## config.mk

```make
export PLATFORM = sky130hd
export DESIGN_NAME = config_readback_engine
export DESIGN_NICKNAME = d
export VERILOG_FILES = /design/src/rtl/readback_pkg.sv /design/src/rtl/stream_if.sv /design/src/rtl/stream_fifo.sv /design/src/rtl/crc11_serial.sv /design/src/rtl/config_readback_engine.sv
export VERILOG_INCLUDE_DIRS = /design/src /design/src/rtl
export SDC_FILE = /design/constraint.sdc
export NUM_CORES = 1
export LEC_CHECK = 0
export BUFFER_PORTS_ARGS = -buffer_cell sky130_fd_sc_hd__clkbuf_2
export CAP_MARGIN = 10
export CORE_MARGIN = 3
export CORE_UTILIZATION = 40
export DETAILED_ROUTE_END_ITERATION = 7
export HOLD_SLACK_MARGIN = 0.06
export PLACE_DENSITY_LB_ADDON = 0.12
export SLEW_MARGIN = 25
export SYNTH_ARGS = -nofsm -noshare
export SYNTH_HDL_FRONTEND = slang
export SYNTH_SLANG_ARGS = --single-unit
```

## constraint.sdc

```tcl
create_clock -name clock_in -period 5.4 [get_ports clock_in]
set_input_delay 1.08 -clock clock_in [delete_from_list [all_inputs] [get_ports clock_in]]
set_output_delay 1.08 -clock clock_in [all_outputs]
set_load 0.02 [all_outputs]
```

## src/rtl/readback_defines.svh

```systemverilog
`ifndef READBACK_DEFINES_SVH
`define READBACK_DEFINES_SVH

// Stream layout
`define RB_DUMMY_BITS 8'h05
`define RB_ECHK_BITS 8'h04
`define RB_TAIL_ONES 8'h07
`define RB_FORCED_HEAD 8'h02
`define RB_CRC_BITS 8'h0B
`define RB_FRAMES 8'h04
`define RB_FRAME_DATA 8'h10
`define RB_ADDR_W 6
// Capture bits sit at the head of this frame
`define RB_CAP_FRAME 8'h01
`define RB_CAP_BITS 8'h07
// Generator polynomial, low 11 bits; value is arbitrary
`define RB_CRC_POLY 11'h205
`define RB_CRC_SEED 11'h000
// 5 + 4*(1+16+4) + 1 + 11
`define RB_TOTAL_BITS 8'h65
`define RB_FIFO_DEPTH 8
`define RB_SYNC_W 3

`endif

```

## src/rtl/readback_pkg.sv

```systemverilog
package readback_pkg;
    typedef enum logic [2:0] {
        GEN_IDLE   = 3'b000,
        GEN_DUMMY  = 3'b001,
        GEN_START  = 3'b010,
        GEN_DATA   = 3'b011,
        GEN_ECHK   = 3'b100,
        GEN_FSTART = 3'b101,
        GEN_CRC    = 3'b110,
        GEN_DONE   = 3'b111
    } gen_state_t;
    typedef logic [7:0] count_t;
endpackage : readback_pkg

```

## src/rtl/stream_if.sv

```systemverilog
`timescale 1ns/1ns
`default_nettype none
interface stream_if #(parameter int WIDTH = 1);
    logic valid;
    logic ready;
    logic [WIDTH-1:0] data;
    modport src (output valid, output data, input ready);
    modport snk (input valid, input data, output ready);
endinterface : stream_if
`default_nettype wire

```

## src/rtl/stream_fifo.sv

```systemverilog
`timescale 1ns/1ns
`default_nettype none
module stream_fifo #(
    parameter int WIDTH = 1,
    parameter int DEPTH = 8
) (
    input wire logic clock_in, // System clock
    input wire logic rst_in,   // Async reset, high
    input wire logic flush_in, // Drop all entries
    stream_if.snk wr,          // Filling side
    stream_if.src rd           // Draining side
);
    localparam int AW = $clog2(DEPTH);
    logic [WIDTH-1:0] mem [DEPTH];
    logic [AW:0] wr_ptr_ff;
    logic [AW:0] rd_ptr_ff;
    logic full;
    logic empty;

    assign empty = (wr_ptr_ff == rd_ptr_ff);
    assign full = (wr_ptr_ff[AW] != rd_ptr_ff[AW]) && (wr_ptr_ff[AW-1:0] == rd_ptr_ff[AW-1:0]);
    assign wr.ready = !full && !flush_in;
    assign rd.valid = !empty && !flush_in;
    assign rd.data = mem[rd_ptr_ff[AW-1:0]];

    always_ff @(posedge clock_in) begin
        if (wr.valid && wr.ready) begin
            mem[wr_ptr_ff[AW-1:0]] <= wr.data;
        end
    end

    always_ff @(posedge clock_in or posedge rst_in) begin
        if (rst_in) begin
            wr_ptr_ff <= '0;
            rd_ptr_ff <= '0;
        end else if (flush_in) begin
            wr_ptr_ff <= '0;
            rd_ptr_ff <= '0;
        end else begin
            if (wr.valid && wr.ready) begin
                wr_ptr_ff <= wr_ptr_ff + 1'b1;
            end
            if (rd.valid && rd.ready) begin
                rd_ptr_ff <= rd_ptr_ff + 1'b1;
            end
        end
    end
endmodule : stream_fifo
`default_nettype wire

```

## src/rtl/crc11_serial.sv

```systemverilog
`timescale 1ns/1ns
`default_nettype none
`include "readback_defines.svh"
module crc11_serial (
    input wire logic clock_in,         // System clock
    input wire logic rst_in,           // Async reset, high
    input wire logic clear_in,         // Reload seed
    input wire logic enable_in,        // Absorb one bit
    input wire logic bit_in,           // Stream bit
    output logic [10:0] signature_out  // Running signature
);
    logic [10:0] sig_ff;
    logic feedback;

    assign feedback = sig_ff[10] ^ bit_in;
    assign signature_out = sig_ff;

    always_ff @(posedge clock_in or posedge rst_in) begin
        if (rst_in) begin
            sig_ff <= `RB_CRC_SEED;
        end else if (clear_in) begin
            sig_ff <= `RB_CRC_SEED;
        end else if (enable_in) begin
            sig_ff <= {sig_ff[9:0], 1'b0} ^ (feedback ? `RB_CRC_POLY : 11'h000);
        end
    end
endmodule : crc11_serial
`default_nettype wire

```

## src/rtl/config_readback_engine.sv

```systemverilog
`timescale 1ns/1ns
`default_nettype none
`include "readback_defines.svh"
// What this block does
// RQ1: Trigger rise, then flag on next clock
// RQ2: One stream bit per later clock edge
// RQ3: No preamble; five ones, then start zero
// RQ4: First two data bits read as one
// RQ5: Bits returned uninverted
// RQ6: Four error-check ones close each frame
// RQ7: Last seven bits of last frame one
// RQ8: Start zero, 11-bit signature, then flag drops
// RQ9: Capture latches inverted node states at trigger
// RQ10: No capture: stored values at capture bits
// RQ11: RAM writes replace function-table bits
// RQ12: Abort on trigger fall, then rearm
// RQ13: Host may give extra clocks after abort
// RQ14: Everything on readback clock rising edges
// RQ15: Unconnected nets make readback impossible
// RQ16: Readback never disturbs user operation
// RQ17: Refused before configuration finish point
// RQ18: Frame: start zero, data, 4-bit field
// RQ19: Flag holds until signature ends or abort
module config_readback_engine
    import readback_pkg::*;
(
    input wire logic clock_in,                     // System clock, 125 MHz
    input wire logic rst_in,                       // Async reset, high
    input wire logic readback_trigger_in,          // Trigger net, async
    input wire logic readback_shift_clock_in,      // Readback clock net, async
    input wire logic configuration_clock_pin_in,   // Optional clock source, async
    input wire logic clock_select_cfg_in,          // Use the configuration clock
    input wire logic nets_connected_in,            // Control nets are routed
    input wire logic finish_point_reached_in,      // Configuration reached finish
    input wire logic capture_enable_in,            // State capture option
    input wire logic abort_enable_in,              // Abort option
    input wire logic [6:0] node_state_in,          // 4 block outs, iob ff, taps one/two
    input wire logic cfg_wr_en_in,                 // Configuration load strobe
    input wire logic [`RB_ADDR_W-1:0] cfg_wr_addr_in, // Load bit address
    input wire logic cfg_wr_data_in,               // Load bit value
    input wire logic ram_wr_en_in,                 // User RAM write strobe
    input wire logic [`RB_ADDR_W-1:0] ram_wr_addr_in, // RAM bit address
    input wire logic ram_wr_data_in,               // RAM bit value
    output logic readback_serial_out,              // Serial stream
    output logic read_in_progress_flag_out,        // Read in progress
    output logic readback_refused_out              // Last trigger refused
);
    localparam int NBITS = 64;

    logic [`RB_SYNC_W-1:0] async_bus;
    logic [`RB_SYNC_W-1:0] meta_ff;
    logic [`RB_SYNC_W-1:0] sync_ff;
    logic trig_prev_ff;
    logic clk_prev_ff;
    logic trig_rise;
    logic trig_fall;
    logic sel_clk;
    logic shift_edge;
    logic allowed;
    logic start_req;
    logic abort_req;

    logic mem_ff [NBITS];
    logic [6:0] capture_ff;
    logic armed_ff;
    logic rip_ff;
    logic serial_ff;
    logic refused_ff;
    count_t sent_ff;

    gen_state_t state_ff;
    gen_state_t nxt_state;
    count_t bit_cnt_ff;
    count_t nxt_bit_cnt;
    count_t frame_ff;
    count_t nxt_frame;
    logic cur_bit;
    logic data_bit;
    logic [`RB_ADDR_W-1:0] rd_addr;
    logic [10:0] signature;
    logic crc_en;
    logic push;

    stream_if #(.WIDTH(1)) fill_if ();
    stream_if #(.WIDTH(1)) drain_if ();

    assign async_bus = {configuration_clock_pin_in, readback_shift_clock_in, readback_trigger_in};

    // Two stages per asynchronous net
    genvar gi;
    generate
        for (gi = 0; gi < `RB_SYNC_W; gi++) begin : g_sync
            always_ff @(posedge clock_in or posedge rst_in) begin
                if (rst_in) begin
                    meta_ff[gi] <= 1'b0;
                    sync_ff[gi] <= 1'b0;
                end else begin
                    meta_ff[gi] <= async_bus[gi];
                    sync_ff[gi] <= meta_ff[gi];
                end
            end
        end
    endgenerate

    // RQ14: readback clock rising edges
    assign sel_clk = clock_select_cfg_in ? sync_ff[2] : sync_ff[1];

    always_ff @(posedge clock_in or posedge rst_in) begin
        if (rst_in) begin
            trig_prev_ff <= 1'b0;
            clk_prev_ff <= 1'b0;
        end else begin
            trig_prev_ff <= sync_ff[0];
            clk_prev_ff <= sel_clk;
        end
    end

    assign trig_rise = sync_ff[0] && !trig_prev_ff;
    assign trig_fall = !sync_ff[0] && trig_prev_ff;
    assign shift_edge = sel_clk && !clk_prev_ff;

    // RQ15: inhibit when unconnected
    // RQ17: refuse before finish point
    assign allowed = nets_connected_in && finish_point_reached_in;
    assign start_req = trig_rise && allowed && !armed_ff && !rip_ff;
    // RQ12: abort on falling trigger
    assign abort_req = trig_fall && abort_enable_in && (armed_ff || rip_ff);

    always_ff @(posedge clock_in or posedge rst_in) begin
        if (rst_in) begin
            refused_ff <= 1'b0;
        end else if (trig_rise) begin
            refused_ff <= !allowed;
        end
    end

    // RQ11: RAM writes overwrite table bits
    // RQ16: readback only reads this array
    always_ff @(posedge clock_in) begin
        if (ram_wr_en_in) begin
            mem_ff[ram_wr_addr_in] <= ram_wr_data_in;
        end else if (cfg_wr_en_in) begin
            mem_ff[cfg_wr_addr_in] <= cfg_wr_data_in;
        end
    end

    // RQ9: latch inverted node states
    always_ff @(posedge clock_in or posedge rst_in) begin
        if (rst_in) begin
            capture_ff <= 7'h00;
        end else if (start_req && capture_enable_in) begin
            capture_ff <= ~node_state_in;
        end
    end

    // RQ1: flag on first edge after trigger
    // RQ19: flag held until stream ends
    always_ff @(posedge clock_in or posedge rst_in) begin
        if (rst_in) begin
            armed_ff <= 1'b0;
            rip_ff <= 1'b0;
        end else if (abort_req) begin
            armed_ff <= 1'b0;
            rip_ff <= 1'b0;
        end else if (start_req) begin
            armed_ff <= 1'b1;
        end else if (shift_edge && armed_ff) begin
            armed_ff <= 1'b0;
            rip_ff <= 1'b1;
        end else if (shift_edge && rip_ff && sent_ff == `RB_TOTAL_BITS) begin
            // RQ8: drop after last signature bit
            rip_ff <= 1'b0;
        end
    end

    // RQ2: one bit per later edge
    assign drain_if.ready = shift_edge && rip_ff && (sent_ff != `RB_TOTAL_BITS);

    always_ff @(posedge clock_in or posedge rst_in) begin
        if (rst_in) begin
            serial_ff <= 1'b1;
            sent_ff <= 8'h00;
        end else if (abort_req || start_req) begin
            serial_ff <= 1'b1;
            sent_ff <= 8'h00;
        end else if (drain_if.ready && drain_if.valid) begin
            serial_ff <= drain_if.data[0];
            sent_ff <= sent_ff + 8'h01;
        end
    end

    assign rd_addr = `RB_ADDR_W'(frame_ff * `RB_FRAME_DATA + bit_cnt_ff);

    always_comb begin
        // RQ5: stored value passes uninverted
        data_bit = mem_ff[rd_addr];
        // RQ10: stored values unless capturing
        if (capture_enable_in && frame_ff == `RB_CAP_FRAME && bit_cnt_ff < `RB_CAP_BITS) begin
            data_bit = capture_ff[bit_cnt_ff[2:0]];
        end
        // RQ4: first two data bits one
        if (frame_ff == 8'h00 && bit_cnt_ff < `RB_FORCED_HEAD) begin
            data_bit = 1'b1;
        end
        // RQ7: tail of last frame one
        if (frame_ff == `RB_FRAMES - 8'h01 && bit_cnt_ff >= `RB_FRAME_DATA - `RB_TAIL_ONES) begin
            data_bit = 1'b1;
        end
    end

    always_comb begin
        case (state_ff)
            GEN_DUMMY: cur_bit = 1'b1;
            GEN_START: cur_bit = 1'b0;
            GEN_DATA: cur_bit = data_bit;
            GEN_ECHK: cur_bit = 1'b1;
            GEN_FSTART: cur_bit = 1'b0;
            GEN_CRC: cur_bit = signature[4'hA - bit_cnt_ff[3:0]];
            default: cur_bit = 1'b1;
        endcase
    end

    assign fill_if.valid = (state_ff != GEN_IDLE) && (state_ff != GEN_DONE);
    assign fill_if.data = cur_bit;
    assign push = fill_if.valid && fill_if.ready;
    assign crc_en = push
        && (state_ff == GEN_START || state_ff == GEN_DATA || state_ff == GEN_ECHK);

    always_comb begin
        nxt_state = state_ff;
        nxt_bit_cnt = bit_cnt_ff;
        nxt_frame = frame_ff;
        if (push) begin
            nxt_bit_cnt = bit_cnt_ff + 8'h01;
            case (state_ff)
                // RQ3: five dummy ones first
                GEN_DUMMY: begin
                    if (bit_cnt_ff == `RB_DUMMY_BITS - 8'h01) begin
                        nxt_state = GEN_START;
                        nxt_bit_cnt = 8'h00;
                    end
                end
                // RQ18: start, data, check field
                GEN_START: begin
                    nxt_state = GEN_DATA;
                    nxt_bit_cnt = 8'h00;
                end
                GEN_DATA: begin
                    if (bit_cnt_ff == `RB_FRAME_DATA - 8'h01) begin
                        nxt_state = GEN_ECHK;
                        nxt_bit_cnt = 8'h00;
                    end
                end
                // RQ6: four check bits per frame
                GEN_ECHK: begin
                    if (bit_cnt_ff == `RB_ECHK_BITS - 8'h01) begin
                        nxt_bit_cnt = 8'h00;
                        nxt_frame = frame_ff + 8'h01;
                        nxt_state = (frame_ff == `RB_FRAMES - 8'h01) ? GEN_FSTART : GEN_START;
                    end
                end
                // RQ8: final start bit, then signature
                GEN_FSTART: begin
                    nxt_state = GEN_CRC;
                    nxt_bit_cnt = 8'h00;
                end
                GEN_CRC: begin
                    if (bit_cnt_ff == `RB_CRC_BITS - 8'h01) begin
                        nxt_state = GEN_DONE;
                        nxt_bit_cnt = 8'h00;
                    end
                end
                default: begin
                    nxt_bit_cnt = bit_cnt_ff;
                end
            endcase
        end
        if (state_ff == GEN_DONE && !rip_ff && !armed_ff) begin
            nxt_state = GEN_IDLE;
        end
    end

    // Generator fills ahead; FIFO back-pressure stalls it
    always_ff @(posedge clock_in or posedge rst_in) begin
        if (rst_in) begin
            state_ff <= GEN_IDLE;
            bit_cnt_ff <= 8'h00;
            frame_ff <= 8'h00;
        end else if (abort_req) begin
            state_ff <= GEN_IDLE;
            bit_cnt_ff <= 8'h00;
            frame_ff <= 8'h00;
        end else if (start_req) begin
            state_ff <= GEN_DUMMY;
            bit_cnt_ff <= 8'h00;
            frame_ff <= 8'h00;
        end else begin
            state_ff <= nxt_state;
            bit_cnt_ff <= nxt_bit_cnt;
            frame_ff <= nxt_frame;
        end
    end

    crc11_serial u_crc (
        .clock_in(clock_in),
        .rst_in(rst_in),
        .clear_in(start_req),
        .enable_in(crc_en),
        .bit_in(cur_bit),
        .signature_out(signature)
    );

    // Abort flushes whatever was buffered ahead
    stream_fifo #(.WIDTH(1), .DEPTH(`RB_FIFO_DEPTH)) u_fifo (
        .clock_in(clock_in),
        .rst_in(rst_in),
        .flush_in(abort_req || start_req),
        .wr(fill_if),
        .rd(drain_if)
    );

    assign readback_serial_out = serial_ff;
    assign read_in_progress_flag_out = rip_ff;
    assign readback_refused_out = refused_ff;
endmodule : config_readback_engine
`default_nettype wire

```

After elaboration in Yosys (flattened, before gate mapping)

Memory sizes are Yosys's and may differ from the RTL's.
Index checks and enable logic that the tools add are counted.

Memory bits (writable): 72
Logic and storage cells: 180
Bits in registers: 65
Memories: 2

Reductions and logical operators: 59
Bitwise operators: 3
Multiplexer cells: 60
Order comparisons: 5
$add $sub $neg: 7
Equal/unequal tests: 24

Memory list:

| name       | words | bits a word | read ports | clocked after Yosys merged registers in | wr ports | RTL line                     | text |
|---|---|---|---|---|---|---|---|
| mem_ff     | 64    | 1           | 1          | 0                                       | 1        | config_readback_engine.sv:63 | `logic mem_ff [NBITS];` |
| u_fifo.mem | 8     | 1           | 1          | 0                                       | 1        | stream_fifo.sv:14            | `logic [WIDTH-1:0] mem [DEPTH];` |

Operators by type and width:

| cell                  | count |
|---|---|
| $mux W8               | 14 |
| $pmux W8 S5           | 1 |
| $logic_and A1 B1 Y1   | 27 |
| $mux W3               | 9 |
| $add A8 B1 Y8 const B | 3 |
| $mux W1               | 24 |
| $mux W11              | 2 |
| $pmux W3 S6           | 1 |
| $reduce_bool A3 Y1    | 6 |
| $eq A8 B2 Y1 const B  | 2 |
| $eq A8 B4 Y1 const B  | 2 |
| $mux W4               | 4 |
| $eq A3 B3 Y1 const B  | 4 |
| $xor A11 B11 Y11      | 1 |
| $mux W10              | 1 |
| $ne A5 B3 Y1 const B  | 2 |
| $ne A5 B5 Y1 const B  | 2 |
| $logic_not A1 Y1      | 9 |
| $reduce_bool A9 Y1    | 1 |
| $add A4 B1 Y4 const B | 2 |
| $eq A8 B1 Y1 const B  | 1 |
| $eq A8 B3 Y1 const B  | 1 |
| $eq A8 B7 Y1 const B  | 1 |
| $ge A8 B4 Y1 const B  | 1 |
| 30 further kinds      | 37 |

Depth between registers and ports, before layout

Gate-level depths: netlist of the first run.

Depth after elaboration: 13
Gate-level depth with buffers: 11

Cells and area by module

Synthesis of the first run repeated with hierarchy kept, for this count alone.

Cell total of the unflattened synthesis: 648
Area total of the unflattened synthesis: 7,210.7 um^2

By module, submodules not included:

| module                 | sequential area each (um^2) | cells an instance | instances | area each (um^2) |
|---|---|---|---|---|
| config_readback_engine | 3,074.2                     | 510               | 1         | 5,690.5 |
| stream_fifo            | 440.4                       | 96                | 1         | 1,034.7 |
| crc11_serial           | 275.3                       | 42                | 1         | 485.5 |

Worst setup path before layout of the first run

OpenSTA, ideal clock, no wires.

Path type: input-to-reg
Start: in nets_connected_in
End: mem u_fifo.mem[4] (enable)
Data required time: 5.070 ns
Path slack: 2.432 ns
Arrival: 2.638 ns
Stages: 6
Cells stage by stage: and4b_2 > mux2_2 > or3_1 > clkbuf_1 > clkbuf_1 > nor4b_1

Longest elaborated chain between the ends: 10

Ends and longest elaborated chain:

| item                              | RTL line                      | text |
|---|---|---|
| start: declaration                | config_readback_engine.sv:33  | `input wire logic nets_connected_in,` |
| $logic_and A1 B1 Y1               | config_readback_engine.sv:124 | `assign allowed = nets_connected_in && finish_point_reached_in;` |
| $logic_and A1 B1 Y1 (3 in series) | config_readback_engine.sv:125 | `assign start_req = trig_rise && allowed && !armed_ff && !rip_ff;` |
| $logic_or A1 B1 Y1                | config_readback_engine.sv:317 | `.flush_in(abort_req \|\| start_req),` |
| $logic_not A1 Y1                  | stream_fifo.sv:22             | `assign wr.ready = !full && !flush_in;` |
| $logic_and A1 B1 Y1               | stream_fifo.sv:22             |  |
| $logic_and A1 B1 Y1               | stream_fifo.sv:27             | `if (wr.valid && wr.ready) begin` |
| $mux W1                           | stream_fifo.sv:27             |  |
| $mux W1 (implied by the code)     | stream_fifo.sv:28             | `mem[wr_ptr_ff[AW-1:0]] <= wr.data;` |
| end: declaration                  | stream_fifo.sv:14             |  |

No other way between the ends.

Worst setup path after layout of the first run

Start: in nets_connected_in
End: reg u_crc.sig_ff[4], in the netlist u_crc.signature_out[4]

Longest elaborated chain between the ends: 10
Elaborated cells on any way between the ends: 11

Ends and longest elaborated chain:

| item                                  | RTL line                      | text |
|---|---|---|
| $logic_and A1 B1 Y1 (*)               | config_readback_engine.sv:124 |  |
| $logic_and A1 B1 Y1 (*) (3 in series) | config_readback_engine.sv:125 |  |
| $logic_or A1 B1 Y1                    | config_readback_engine.sv:317 |  |
| $logic_not A1 Y1                      | stream_fifo.sv:22             |  |
| $logic_and A1 B1 Y1                   | stream_fifo.sv:22             |  |
| $logic_and A1 B1 Y1                   | config_readback_engine.sv:225 | `assign push = fill_if.valid && fill_if.ready;` |
| $logic_and A1 B1 Y1                   | config_readback_engine.sv:227 | `&& (state_ff == GEN_START \|\| state_ff == GEN_DATA \|\| state_ff == GEN_ECHK);` |
| $reduce_bool A2 Y1 (no source line)   | n/a                           |  |
| end signal: assignment                | crc11_serial.sv:20            | `` sig_ff <= `RB_CRC_SEED; `` |
| end signal: assignment                | crc11_serial.sv:22            | `` sig_ff <= `RB_CRC_SEED; `` |
| end signal: assignment                | crc11_serial.sv:24            | `` sig_ff <= {sig_ff[9:0], 1'b0} ^ (feedback ? `RB_CRC_POLY : 11'h000); `` |
| end: declaration                      | crc11_serial.sv:12            | `logic [10:0] sig_ff;` |

Every way passes the cells marked *; elsewhere a longest branch is shown, timed or not.
A chain may end at the register's enable or synchronous reset.

==> results.json, run 1 <==
{
  "clkLatencyLatePin_ns": 0.42,
  "power_mw": 3.85,
  "post_cts_buffers": 0,
  "synth_area_leaders": "edfxtp_1 (30%), dfrtp_1 (23%), mux4_2 (7.0%)",
  "setup_viol": 0,
  "synth_xor_area_share_pct": 3.66,
  "wl_per_cell_um": 16.6,
  "synthMuxAreaShare_pct": 9.21,
  "finalSetupTns_ns": 0,
  "slew_viol_final": 0,
  "h-tree-depth": 4,
  "design_area_um2": 8000,
  "dp_cells": 882,
  "pre_cts_ws_ns": 1.61,
  "fp-row-count": 48,
  "viasPerCell": 5.33,
  "maxCapViolations": 0,
  "hold_violations": 0,
  "track_usage_pct": 16.3,
  "yosysMostFrequentCell": "nor2_1",
  "power.density_nw_per_um2": 481,
  "final.min_clock_period_ns": 3.34,
  "synth-simple-area-share_pct": 20.3,
  "yosys_warnings": 0,
  "final.setup_skew_ns": 0.00642,
  "crit_type": "in2reg",
  "port_buffers": 35,
  "numCtsBuffers": 17,
  "yosysTopAreaCell": "edfxtp_1",
  "cp.arrival_ns": 3.60,
  "rsz0062_at_grt": "false",
  "ctsResizeCount": 0,
  "synth-compound-area-share_pct": 8.02,
  "cts.sink_count": 137,
  "synth_edf_count": 72,
  "worstPathMaxFanout": 35,
  "vias": 4871,
  "antenna_found_initial": 0,
  "cts_tree": "done",
  "slew_headroom_pct": 35.5,
  "synth_area_um2": 7100,
  "place_hpwl_mm": 10.3,
  "hold_class": "reg2reg",
  "grt_overflow": 0,
  "synthCells": 646,
  "drive_above_1_share_pct": 17.1,
  "grt_pass1_vias": 5011,
  "synthArstFlopShare_pct": 47.4,
  "final.period_utilization_pct": 61.8,
  "max-vdd-ir-drop_mv": 0.358,
  "clock_path_buffers": 2,
  "synth_fa_ha_area_share_pct": 2.29,
  "yosysSeqAreaShare_pct": 53.4,
  "grt_max_degree": 66,
  "routed_wl_mm": 15.1,
  "fin_nets": 722,
  "synth_top_family_by_area": "simple AND/OR/NAND/NOR gates",
  "die_area_um2": 19400,
  "antenna_left": 0,
  "coreArea_um2": 17400,
  "syn_nets": 692,
  "diodes": 0,
  "die_x_um": 139,
  "grt_pass1_wl_mm": 25.3,
  "yosys-top-cells-count": "nor2_1 (105), nand2_1 (84), edfxtp_1 (72)",
  "die_h_um": 139,
  "drtIter0Drc": 277,
  "synth_flop_cell": "edfxtp_1",
  "drcViolationCount": 0,
  "ys_seq_elements": 137,
  "start_util_pct": 40.9,
  "final_cells": 914,
  "place.gp.congestion": 0.809,
  "start_kind": "input pin",
  "dr.pass1.iters": 6,
  "worst-slew-pin-transition_ns": 0.968,
  "pin_count": 36,
  "end_kind": "flop",
  "clk_transition_reported_paths_ns": 0.06,
  "outcome": "completed",
  "setup_ws_ns": 2.06,
  "area_growth_pct": 12.7,
  "fmax_mhz": 300,
  "p_leak_nw": 3.01,
  "required_ns": 5.66,
  "synth_top_area_share_pct": 30.4,
  "cts_root_buffer": "clkbuf_16",
  "syn_avg_cell_area_um2": 11.0,
  "ctsHoldBuffers": 0,
  "placed_cell_area_um2": 7420,
  "synth_cell_type_count": 69
}
-- power breakdown --
group          internal [mW]  total [mW]  switching, mW
clock                  0.716        1.15          0.432
combinational          0.534        1.21          0.676
sequential              1.29        1.49          0.208
-- layout make-up --
cell class / instances / area, um2
clock buffer: 17 / 425
clock inverter: 15 / 159
fill: 1615 / 9350
inverter: 10 / 37.5
multi-input combinational: 469 / 3090
sequential: 137 / 3790
tap: 225 / 282
timing repair buffer: 41 / 220
-- worst paths after layout --
check	slack (ns)	start	depth (start not counted)	end
setup / recovery	2.06	nets_connected_in	6	u_crc.signature_out[4]$_DFFE_PP0P_
setup reg to reg	2.08	bit_cnt_ff[0]$_DFFE_PP0P_	9	u_crc.signature_out[0]$_DFFE_PP0P_
max in group asynchronous	3.96	rst_in	3	bit_cnt_ff[1]$_DFFE_PP0P_
hold reg to reg	0.35	meta_ff[1]$_DFF_PP0_	0	sync_ff[1]$_DFF_PP0_
min in group asynchronous	0.88	rst_in	3	frame_ff[5]$_DFFE_PP0P_
hold / removal	0.35	meta_ff[1]$_DFF_PP0_	0	sync_ff[1]$_DFF_PP0_
-- critical path: stages --
cell and delay, ns:
clkbuf_2 0.08, and4b_2 0.27, mux2_2 0.53, or3_1 0.68
nor2_1 0.74, o21ai_0 0.21
-- through the flow --
stage / hold WS [ns] / utilization (%)
after floorplan: 0.331 / -
after global placement: 0.337 / 42.7
after detailed placement: 0.337 / 42.7
after CTS: 0.350 / 46.1
after global routing: 0.352 / 46.1
final: 0.348 / 46.1
-- per-layer routing --
| metal | track usage (%) | part of all wire, % | vias up |
|---|---|---|---|
| met5 | 0 | 0 | - |
| met4 | 5.82 | 1.7 | 0 |
| met3 | 3.68 | 3.1 | 18 |
| met2 | 28.1 | 51 | 74 |
| met1 | 20.1 | 44 | 2384 |
| li1 | - | - | 2395 |
-- cell usage in the layout (no fill, tap or decap), types with 4 or more instances in the layout --
cell type and instances:
nor2_1 105, nand2_1 84, edfxtp_1 72, dfrtp_1 64, o21ai_0 38, clkbuf_2 35
nand3_1 27, mux4_2 22, xor2_1 18, a21oi_1 17, clkbuf_16 17, nor3_1 14
ha_1 13, nand2b_1 12, xnor2_1 9, inv_1 9, mux2i_1 8, nand4_1 8
nand3b_1 8, mux2_2 7, buf_4 6, nor4b_1 5, o31ai_1 5, or2_2 4
or3_1 4, a211oi_1 4, and3_1 4, clkinv_1 4, clkinvlp_4 4
-- flip-flops by register name (all words and copies together), names as in the netlist, 3 cells and up --
name                 cells
sent_ff                  8
capture_ff               7
u_crc.signature_out     11
sync_ff                  3
u_fifo.mem               8
mem_ff                  64
u_fifo.rd_ptr_ff         4
frame_ff                 8
u_fifo.wr_ptr_ff         4
state_ff                 3
meta_ff                  3
bit_cnt_ff               8
-- logic make-up after synthesis --
group | after synthesis
AND/OR/NAND/NOR | 301
flip-flops | 137
AO/OA/AOI/OAI | 90
buffers and inverters | 40
multiplexers | 37
XOR/XNOR | 28
adder cells (fa/ha/maj) | 13
(Power assumes the default switching activity.)
==> inputs of run 2 (changes only) <==
clock period = 3.2 ns   (was 5.4 ns; I/O delays follow)
==> results.json, run 2 (synthesized netlist as in run 1, its figures left out) <==
{
  "worstPathMaxFanout": 23,
  "grt_pass1_vias": 5176,
  "cts_tree": "done",
  "place.gp.congestion": 0.825,
  "clk_transition_reported_paths_ns": 0.06,
  "wl_per_cell_um": 16.9,
  "ctsHoldBuffers": 0,
  "power_mw": 6.81,
  "slowest_stage": "a21oi_1",
  "cts.sink_count": 137,
  "drive_above_1_share_pct": 18.5,
  "start_kind": "flop",
  "largest_register": "mem_ff",
  "cts_root_buffer": "clkbuf_16",
  "required_ns": 3.49,
  "slowest_delay_ns": 0.49,
  "port_buffers": 35,
  "hold_violations": 0,
  "slew_viol_final": 0,
  "start_util_pct": 40.9,
  "area_growth_pct": 14.7,
  "mostFrequentLayoutCells": "nor2_1 (105), nand2_1 (84), edfxtp_1 (72), dfrtp_1 (64), o21ai_0 (38)",
  "post_cts_buffers": 0,
  "drcViolationCount": 0,
  "final.setup_skew_ns": 0.00647,
  "grt_max_degree": 65,
  "track_usage_pct": 17.1,
  "finalSetupTns_ns": 0,
  "maxCapViolations": 0,
  "die_area_um2": 19400,
  "setup_viol": 0,
  "grt_pass1_wl_mm": 26.6,
  "grt_overflow": 0,
  "fp-row-count": 48,
  "h-tree-depth": 4,
  "dr.pass1.iters": 6,
  "die_x_um": 139,
  "r2r_start": "bit_cnt_ff[0]$_DFFE_PP0P_",
  "place_hpwl_mm": 11.0,
  "antenna_left": 0,
  "slew_headroom_pct": 37.3,
  "max-vdd-ir-drop_mv": 0.504,
  "crit_start": "bit_cnt_ff[0]$_DFFE_PP0P_",
  "layout_commonest_cell": "nor2_1",
  "fmax_mhz": 365,
  "worst-slew-pin-transition_ns": 0.940,
  "wirelength_met1_mm": 6.80,
  "outcome": "completed",
  "diodes": 0,
  "hold_class": "in2async",
  "clkLatencyLatePin_ns": 0.42,
  "path_cells": "buf_12 > ha_1 > nand2b_1 > o31ai_1 > nand3_1 > a21oi_1 > nor3_1 > o21ai_0 > a21oi_1",
  "drtIter0Drc": 299,
  "routed_wl_mm": 15.6,
  "final.period_utilization_pct": 85.6,
  "crit_type": "reg2reg",
  "coreArea_um2": 17400,
  "reg2reg_setup_slack_ns": 0.46,
  "highest_layer": "met4",
  "end_kind": "flop",
  "p_leak_nw": 3.09,
  "dr_wl_met3_um": 407,
  "die_h_um": 139,
  "numCtsBuffers": 17,
  "fin_nets": 731,
  "viasPerCell": 5.41,
  "cp.arrival_ns": 3.03,
  "n_fill_cell": 1617,
  "pin_count": 36,
  "rsz0062_at_grt": "false",
  "crit_top_cell": "a21oi_1",
  "largest_register_ffs": 64,
  "power.density_nw_per_um2": 836,
  "antenna_found_initial": 0,
  "clock_path_buffers": 2,
  "ctsResizeCount": 0,
  "wl_met2_mm": 8.15,
  "final.min_clock_period_ns": 2.74,
  "vias": 4989
}
==> run 2: worst paths after layout <==
kind	endpoint	depth (start not counted)
setup reg to reg	bit_cnt_ff[6]$_DFFE_PP0P_	9
max in group asynchronous	sent_ff[7]$_DFFE_PP0P_	3
setup / recovery	bit_cnt_ff[6]$_DFFE_PP0P_	9
hold / removal	bit_cnt_ff[6]$_DFFE_PP0P_	2
min in group clock_in	meta_ff[0]$_DFF_PP0_	1
hold reg to reg	sync_ff[2]$_DFF_PP0_	0
==> run 2: metal layers <==
layer / track usage, % / up-vias
met4: 5.82 / 0
met3: 3.88 / 22
met5: 0 / -
met1: 21.1 / 2485
met2: 29.5 / 71
li1: - / 2411
==> run 2: final cells by class <==
class / instances / area, um2 / area share (%)
Sequential cell: 137 / 3790 / 46.5
Tap cell: 225 / 282 / 3.46
Multi-Input combinational cell: 469 / 3090 / 37.9
Timing Repair Buffer: 50 / 300 / 3.69
Clock inverter: 15 / 223 / 2.73
Clock buffer: 17 / 425 / 5.22
Inverter: 10 / 37.5 / 0.461
==> run 2: per-stage QoR <==
stage	worst slack (ns)	hold WS [ns]	cells	cell area (um2)	util, %
finish	0.461	0.281	923	8150	46.9
global route	0.212	0.312	923	8150	46.9
CTS	0.483	0.299	923	8150	46.9
detailed placement	0.345	0.340	891	7500	43.2
global placement	0.393	0.333	891	7500	43.2
floorplan	0.355	0.331	646	7100	-
==> run 2: power breakdown <==
group	internal (mW)	switching (mW)	total [mW]
sequential	2.17	0.336	2.51
clock	1.38	0.777	2.16
combinational	0.958	1.19	2.14
==> run 2: critical path, delay by kind of cell (launching register included) <==
family	cells	cell delay [ns]
flip-flops	1	0.41
AO/OA/AOI/OAI	4	1.25
buffers and inverters	1	0.21
AND/OR/NAND/NOR	3	0.39
adder cells (fa/ha/maj)	1	0.33
==> inputs of run 3 (changes only) <==
CORE_ASPECT_RATIO = 0.8   (was default)
SLEW_MARGIN = default   (was 25)
==> results.json, run 3 (synthesized netlist as in run 1, its figures left out) <==
{
  "fin_nets": 734,
  "grt_busiest_layer": "met1",
  "grt_max_degree": 65,
  "worstPathMaxFanout": 30,
  "fmax_mhz": 361,
  "die_area_um2": 19400,
  "switchingPower_mw": 2.36,
  "setup_viol": 0,
  "rsz0062_at_grt": "false",
  "numCtsBuffers": 17,
  "h-tree-depth": 4,
  "dp_cells": 889,
  "slowest_stage": "a21oi_1",
  "internal_power_mw": 4.36,
  "p_seq_share_pct": 37.2,
  "ctsResizeCount": 0,
  "start_kind": "flop",
  "hold_class": "in2async",
  "finalSetupTns_ns": 0,
  "required_ns": 3.49,
  "end_kind": "flop",
  "cp.arrival_ns": 3.05,
  "wl_per_cell_um": 17.2,
  "antenna_found_initial": 0,
  "n_fill_cell": 1564,
  "area_growth_pct": 14.4,
  "die_x_um": 155,
  "place.gp.congestion": 0.828,
  "r2r_end": "bit_cnt_ff[4]$_DFFE_PP0P_",
  "power_mw": 6.72,
  "crit_type": "reg2reg",
  "diodes": 0,
  "grt_util_met2_pct": 25.1,
  "grt_pass1_wl_mm": 26.4,
  "path_cells": "buf_12 > ha_1 > nand2b_1 > o31ai_1 > nand3_1 > a21oi_1 > nor3_2 > a22oi_1 > nor2_1",
  "slew_headroom_pct": 41.8,
  "final_util_pct": 47.9,
  "swShare_pct": 35.1,
  "viasPerCell": 5.46,
  "grt_pass1_vias": 5000,
  "clock_path_buffers": 2,
  "fp-row-count": 42,
  "cts_root_buffer": "clkbuf_16",
  "final.period_utilization_pct": 86.5,
  "slowest_delay_ns": 0.48,
  "clockPowerShare_pct": 30.1,
  "port_buffers": 35,
  "post_cts_buffers": 0,
  "grt_overflow": 0,
  "pin_count": 36,
  "clkLatencyLatePin_ns": 0.43,
  "clk_transition_reported_paths_ns": 0.07,
  "dr.pass1.iters": 5,
  "power.density_nw_per_um2": 827,
  "antenna_left": 0,
  "p_leak_nw": 3.10,
  "use_met3_pct": 3.83,
  "p_comb_share_pct": 32.6,
  "place_hpwl_mm": 11.2,
  "cts.sink_count": 137,
  "mostFrequentLayoutCells": "nor2_1 (105), nand2_1 (84), edfxtp_1 (72), dfrtp_1 (64), o21ai_0 (38)",
  "worst-slew-pin-transition_ns": 0.873,
  "r2r_cells": 9,
  "use_met1_pct": 25.6,
  "critical_path_buf_inv_count": 1,
  "coreArea_um2": 17000,
  "track_usage_pct": 17.1,
  "final_cells": 921,
  "start_util_pct": 41.8,
  "ctsHoldBuffers": 0,
  "drcViolationCount": 0,
  "outcome": "completed",
  "largest_register_ffs": 64,
  "layout_commonest_cell": "nor2_1",
  "slew_viol_final": 0,
  "drive_above_1_share_pct": 19.1,
  "routed_wl_mm": 15.9,
  "die_h_um": 125,
  "reg2reg_setup_slack_ns": 0.43,
  "r2r_start": "bit_cnt_ff[0]$_DFFE_PP0P_",
  "hold_violations": 0,
  "largest_register": "mem_ff",
  "maxCapViolations": 0,
  "vias": 5032,
  "max-vdd-ir-drop_mv": 0.361,
  "final.min_clock_period_ns": 2.77,
  "crit_family": "compound AO/OA/AOI/OAI gates",
  "cts_tree": "done",
  "final.setup_skew_ns": 0.0168,
  "drtIter0Drc": 388
}
-- run 3: metal layers --
layer / part of all wire, % / wire (um)
met5: 0 / 0
met4: 1.1 / 174
met3: 4.7 / 748
met2: 44 / 7010
met1: 50 / 7940
-- run 3: final cells by class --
| cell class | instances | area (um2) | area share, % |
|---|---|---|---|
| flip-flops and latches | 137 | 3790 | 46.6 |
| well taps | 220 | 275 | 3.39 |
| multi-input cells | 469 | 3090 | 38.0 |
| clock inverters | 13 | 153 | 1.88 |
| clock buffers | 19 | 458 | 5.64 |
| repair buffers | 53 | 323 | 3.97 |
| inverters | 10 | 37.5 | 0.462 |
-- run 3: worst max path at each step --
stage	slack (ns)	cells past startpoint	endpoint	from
after floorplan	0.36	11	u_crc.signature_out[2]$_DFFE_PP0P_	bit_cnt_ff[1]$_DFFE_PP0P_
after global placement	0.37	8	bit_cnt_ff[2]$_DFFE_PP0P_	nets_connected_in
after detailed placement	0.32	7	bit_cnt_ff[5]$_DFFE_PP0P_	nets_connected_in
after CTS	0.47	9	bit_cnt_ff[4]$_DFFE_PP0P_	bit_cnt_ff[0]$_DFFE_PP0P_
after global routing	0.18	9	bit_cnt_ff[4]$_DFFE_PP0P_	bit_cnt_ff[0]$_DFFE_PP0P_
final	0.43	9	bit_cnt_ff[4]$_DFFE_PP0P_	bit_cnt_ff[0]$_DFFE_PP0P_
-- run 3: per-stage QoR --
step	instance area, um2	setup WS (ns)	hold WS (ns)
3_5_place_dp	7510	0.325	0.335
3_3_place_gp	7510	0.369	0.331
5_1_grt	8130	0.181	0.173
2_1_floorplan	7100	0.355	0.331
6_report	8130	0.433	0.144
4_1_cts	8130	0.467	0.146
-- run 3: power by group through the flow --
stage | registers (mW) | clock network (mW) | logic [mW]
global placement | 2.53 | 0 | 2.17
floorplan | 2.36 | 0 | 1.81
CTS | 2.50 | 2.06 | 2.21
detailed placement | 2.54 | 0 | 2.20
finish | 2.50 | 2.03 | 2.19
global route | 2.55 | 2.14 | 2.44
